`src/swd_pkg.sv`:
```
// Package: constants and types for the supervisor watchdog timer
package swd_pkg;

  // ----------------------------------------
  // Timing
  // ----------------------------------------
  localparam int unsigned SWD_CLK_HZ = 50_000_000;
  // Timeout period in milliseconds
  localparam int unsigned SWD_TIMEOUT_MS = 1600;
  // Longest time rounds down to whole cycles
  localparam longint unsigned SWD_TIMEOUT_CYC_L =
    (64'(SWD_TIMEOUT_MS) * 64'(SWD_CLK_HZ)) / 64'd1000;
  localparam int unsigned SWD_TIMEOUT_CYC = 32'(SWD_TIMEOUT_CYC_L);
  localparam int SWD_CNT_W = 27;
  localparam logic [SWD_CNT_W-1:0] SWD_CNT_RST = 27'h000_0000;

  // ----------------------------------------
  // State
  // ----------------------------------------
  // Gray coded: idle -> armed -> tripped
  typedef enum logic [1:0] {
    SWD_IDLE = 2'b00,
    SWD_ARMED = 2'b01,
    SWD_TRIPPED = 2'b11
  } swd_state_t;

  // Kick synchroniser stages
  typedef struct packed {
    logic meta;
    logic sync;
    logic last;
  } swd_kick_sync_t;

  localparam swd_kick_sync_t SWD_SYNC_RST = 3'h0;

endpackage : swd_pkg

```
`src/swd_watchdog.sv`:
```
// Module: supervisor watchdog timer core
`timescale 1ns/1ps

module swd_watchdog
  import swd_pkg::*;
#(
  parameter int unsigned TIMEOUT_CYC = swd_pkg::SWD_TIMEOUT_CYC
) (
  input wire logic clk,
  input wire logic rstn,
  input wire logic enable_jumper,
  input wire logic watchdog_kick_input,
  output logic watchdog_timeout_output_n,
  output logic timeout_active
);

  // ----------------------------------------
  // Kick synchroniser and edge detect
  // ----------------------------------------
  swd_kick_sync_t sync_reg;
  swd_kick_sync_t sync_next;
  logic kick_edge;

  always_comb begin
    sync_next.meta = watchdog_kick_input;
    sync_next.sync = sync_reg.meta;
    sync_next.last = sync_reg.sync;
  end

  always_ff @(posedge clk) begin
    if (!rstn) begin
      sync_reg <= SWD_SYNC_RST;
    end else begin
      sync_reg <= sync_next;
    end
  end

  // Either edge counts as a kick; a held level never does
  assign kick_edge = sync_reg.sync ^ sync_reg.last;

  // ----------------------------------------
  // Timeout counter and state
  // ----------------------------------------
  localparam logic [SWD_CNT_W-1:0] TERM = SWD_CNT_W'(TIMEOUT_CYC - 1);

  swd_state_t state_reg;
  swd_state_t state_next;
  logic [SWD_CNT_W-1:0] cnt_reg;
  logic [SWD_CNT_W-1:0] cnt_next;
  logic out_n_reg;
  logic out_n_next;

  always_comb begin
    state_next = state_reg;
    cnt_next = cnt_reg;
    out_n_next = 1'b1;
    case (state_reg)
      SWD_IDLE: begin
        cnt_next = SWD_CNT_RST;
        if (enable_jumper) begin
          state_next = SWD_ARMED;
        end
      end
      SWD_ARMED: begin
        if (!enable_jumper) begin
          state_next = SWD_IDLE;
          cnt_next = SWD_CNT_RST;
        end else if (kick_edge) begin
          cnt_next = SWD_CNT_RST;
        end else if (cnt_reg == TERM) begin
          state_next = SWD_TRIPPED;
          cnt_next = SWD_CNT_RST;
          out_n_next = 1'b0;
        end else begin
          cnt_next = cnt_reg + SWD_CNT_W'(1);
        end
      end
      SWD_TRIPPED: begin
        out_n_next = 1'b0;
        if (!enable_jumper) begin
          state_next = SWD_IDLE;
          out_n_next = 1'b1;
        end else if (kick_edge) begin
          state_next = SWD_ARMED;
          cnt_next = SWD_CNT_RST;
          out_n_next = 1'b1;
        end
      end
      default: begin
        state_next = SWD_IDLE;
        cnt_next = SWD_CNT_RST;
      end
    endcase
  end

  always_ff @(posedge clk) begin
    if (!rstn) begin
      state_reg <= SWD_IDLE;
      cnt_reg <= SWD_CNT_RST;
      out_n_reg <= 1'b1;
    end else begin
      state_reg <= state_next;
      cnt_reg <= cnt_next;
      out_n_reg <= out_n_next;
    end
  end

  assign watchdog_timeout_output_n = out_n_reg;
  assign timeout_active = ~out_n_reg;
endmodule : swd_watchdog

```
`config.mk`:
```
export PLATFORM = sky130hd
export DESIGN_NAME = swd_watchdog
export DESIGN_NICKNAME = d
export VERILOG_FILES = /design/src/swd_pkg.sv /design/src/swd_watchdog.sv
export SDC_FILE = /design/constraint.sdc
export NUM_CORES = 1
export LEC_CHECK = 0
export ABC_AREA = 1
export BUFFER_PORTS_ARGS = -buffer_cell sky130_fd_sc_hd__buf_2
export CAP_MARGIN = 5
export CORE_MARGIN = 5
export CORE_UTILIZATION = 49
export DETAILED_ROUTE_END_ITERATION = 6
export PLACE_DENSITY = 0.71
export SYNTH_ARGS = -nofsm -noshare
export SYNTH_HDL_FRONTEND = slang
export SYNTH_SLANG_ARGS = --single-unit
```
`constraint.sdc`:
```
create_clock -name clk -period 1.85 [get_ports clk]
set_input_delay 0.185 -clock clk [delete_from_list [all_inputs] [get_ports clk]]
set_output_delay 0.185 -clock clk [all_outputs]
set_load 0.03 [all_outputs]
```
==> impl_metrics.ini <==
[run_status]
status = finished, final reports clean

[pwr]
p_int_mw = 1.268
switchingPower_mw = 0.3093
clockPowerShare = 0.510
p_leak_nw = 0.8570
pwr-share-comb = 0.035
p_seq_frac = 0.455
peakVddDrop_mv = 0.4965
switching_share = 0.1962
power_density_nw_per_um2 = 670.0

[synth]
ys.warnings.count = 0
synth_top_area_cell = dfxtp_1
ys_seq_area_frac = 0.3214
ys_types = 28
synth_nets = 348
synth.avg_cell_area_um2 = 5.993
ys_ff_latch = 33
netlist_area_um2 = 2056
yosys-top-cells-area = dfxtp_1 (32%), nand2_1 (20%), nor2_1 (12%), inv_1 (7.5%), a21oi_1 (5.4%)
synth_top_area_frac = 0.3214
syn_inst = 343

[timing]
hold_viol_final = 0
tns_ps = 0
finClkSkew_ps = 5.988
slew_headroom = 0.7426
hold_slack_ps = 85.64
rsz0062_at_grt = false
finalCritPeriodShare = 0.9146
max_freq_mhz = 591.0
worst_slew_pin_slew_ps = 384.6
slew_viol_final = 0
fin_ws_ps = 158.0
setup_viol_count_final = 0
period_minus_slack_ps = 1692

[final_layout]
diodes = 0
final_cell_area_um2 = 2354
area_delta_synth_final_pct = 14.49
regArea_um2 = 660.6
mostFrequentLayoutCell = nand2_1
drive_above_1_share = 0.1188
num-fill-cells = 402
multi_input_area_um2 = 1220
fin_nets = 366
final_cell_mix = nand2_1 (111), nor2_1 (60), inv_1 (41)
final_util = 0.5842
largest_register_ffs = 27

[clock_tree]
cts_tree = built
cts_max_path_buffers = 2
cts_buffers = 5
clk_pin_slew_ps = 70
clock_latency_ps = 290
cts.sinks = 33
clock-root-buffer = clkbuf_8
cts_setup_buffers = 0
htreeDepth = 2

[route]
vias = 2130
routedWlPerCell_um = 12.80
wl_um = 5274
drt_iter0_markers = 167
dr.pass1.iters = 5
route.detailed.drc = 0
drtAntennaViolNets = 0
vias_per_cell = 5.170

[grt]
grt_pass1_wl_um = 9039
grt_use_total = 0.2147
antenna_found_initial = 0
grt_pass1_vias = 1934
grt_max_degree = 25
overflow = 0

[floorplan]
fp.dieH_um = 74.77
die-area_um2 = 5591
io_pins = 6
start_util = 0.5102
die_w_um = 74.77
core_area_um2 = 4029
core.rowCount = 23

[setup_path]
reg2reg_slack_ps = 160
rr_startpoint = cnt_reg[1]
cp_data_required_time_ps = 2030
worstSetupEndpointType = flip-flop
worstSetupStartpoint = cnt_reg[1]
crit_path_start_kind = flip-flop
reg2reg_depth = 11
arrival_ps = 1870
crit_path_end = cnt_reg[13]
path_class = reg2reg
r2r-end = cnt_reg[13]
critPathMaxFanout = 7

[placement]
io_buffer_count = 5
pre_cts_slack_ps = 103.9
gp_congestion = 0.8860
dpl.hpwl_um = 4023
place_area_um2 = 2197

[run]
maxCapViolations = 0

[worst_hold_path]
hp-class = in2reg
==> power by group through the flow <==
stage	registers [mW]	logic [mW]	clock network, mW
finish	0.718	0.0549	0.804
global route	0.718	0.0619	0.866
CTS	0.717	0.0547	0.824
detailed placement	0.734	0.0545	0
global placement	0.734	0.0539	0
floorplan	0.734	0.0332	0
==> synth_stat cells (all sizes together) <==
cell type  instances
nand2            113
nor2              67
inv               42
dfxtp             33
a21oi             24
nand3             17
o21ai             10
nand4              8
xor2               8
buf                4
o21bai             4
clkbuf             2
nand3b             2
or2                2
xnor2              2
a21boi             1
clkinv             1
ha                 1
nor3               1
nor4               1
==> routing by layer <==
metal | GRT usage | share of wire
met2 | 0.3502 | 0.45
met3 | 0.04139 | 0.069
met5 | 0 | 0
met4 | 0.07115 | 0.022
met1 | 0.2851 | 0.46
==> final cells by class <==
type	count	area share
clock buffers	5	0.02924
clock inverters	3	0.02764
inverters	43	0.06858
multi-input cells	261	0.5183
flip-flops and latches	33	0.2807
well taps	50	0.02658
repair buffers	17	0.04891
==> worst max-delay path: stages (launching register included) <==
cell and delay (ps):
dfxtp_1 380, ha_2 230, nand2_1 100, nor2_2 140, nand2_1 60, nor2_1 100
nand2_1 80, nand2_2 80, nor2_4 50, buf_4 160, a21boi_1 150, nor2_1 50
==> cells by family (layout without fill, tap and decap cells) <==
family | count (synthesis) | after routing | share of synthesized area
and+or+nand+nor | 211 | 211 | 0.4291
buffers and inverters | 49 | 68 | 0.09617
AOI/OAI and AO/OA | 39 | 39 | 0.1047
DFF | 33 | 33 | 0.3214
xor gates and xnor gates | 10 | 10 | 0.04261
adders and majority gates | 1 | 1 | 0.006085
==> how the worst min path moves through the flow <==
stage / from / cells after the start / end
floorplan: watchdog_kick_input / 2 / sync_next[1]
global placement: watchdog_kick_input / 3 / sync_next[1]
detailed placement: watchdog_kick_input / 3 / sync_next[1]
CTS: watchdog_kick_input / 3 / sync_next[1]
global route: watchdog_kick_input / 3 / sync_next[1]
finish: watchdog_kick_input / 3 / sync_next[1]
==> stage by stage <==
stage / cells / power, mW
4_1_cts: 412 / 1.596
2_1_floorplan: 343 / 0.7674
3_5_place_dp: 404 / 0.7884
3_3_place_gp: 404 / 0.7877
5_1_grt: 412 / 1.645
6_report: 412 / 1.577
==> what timing repair did <==
action                                 in CTS  in global routing
hold buffers                                0                  0
endpoints found under the hold margin       0                  0
setup endpoints to repair                   0                 14
resized for setup                           0                  7
Note: power is estimated with default switching activity, not from simulation.
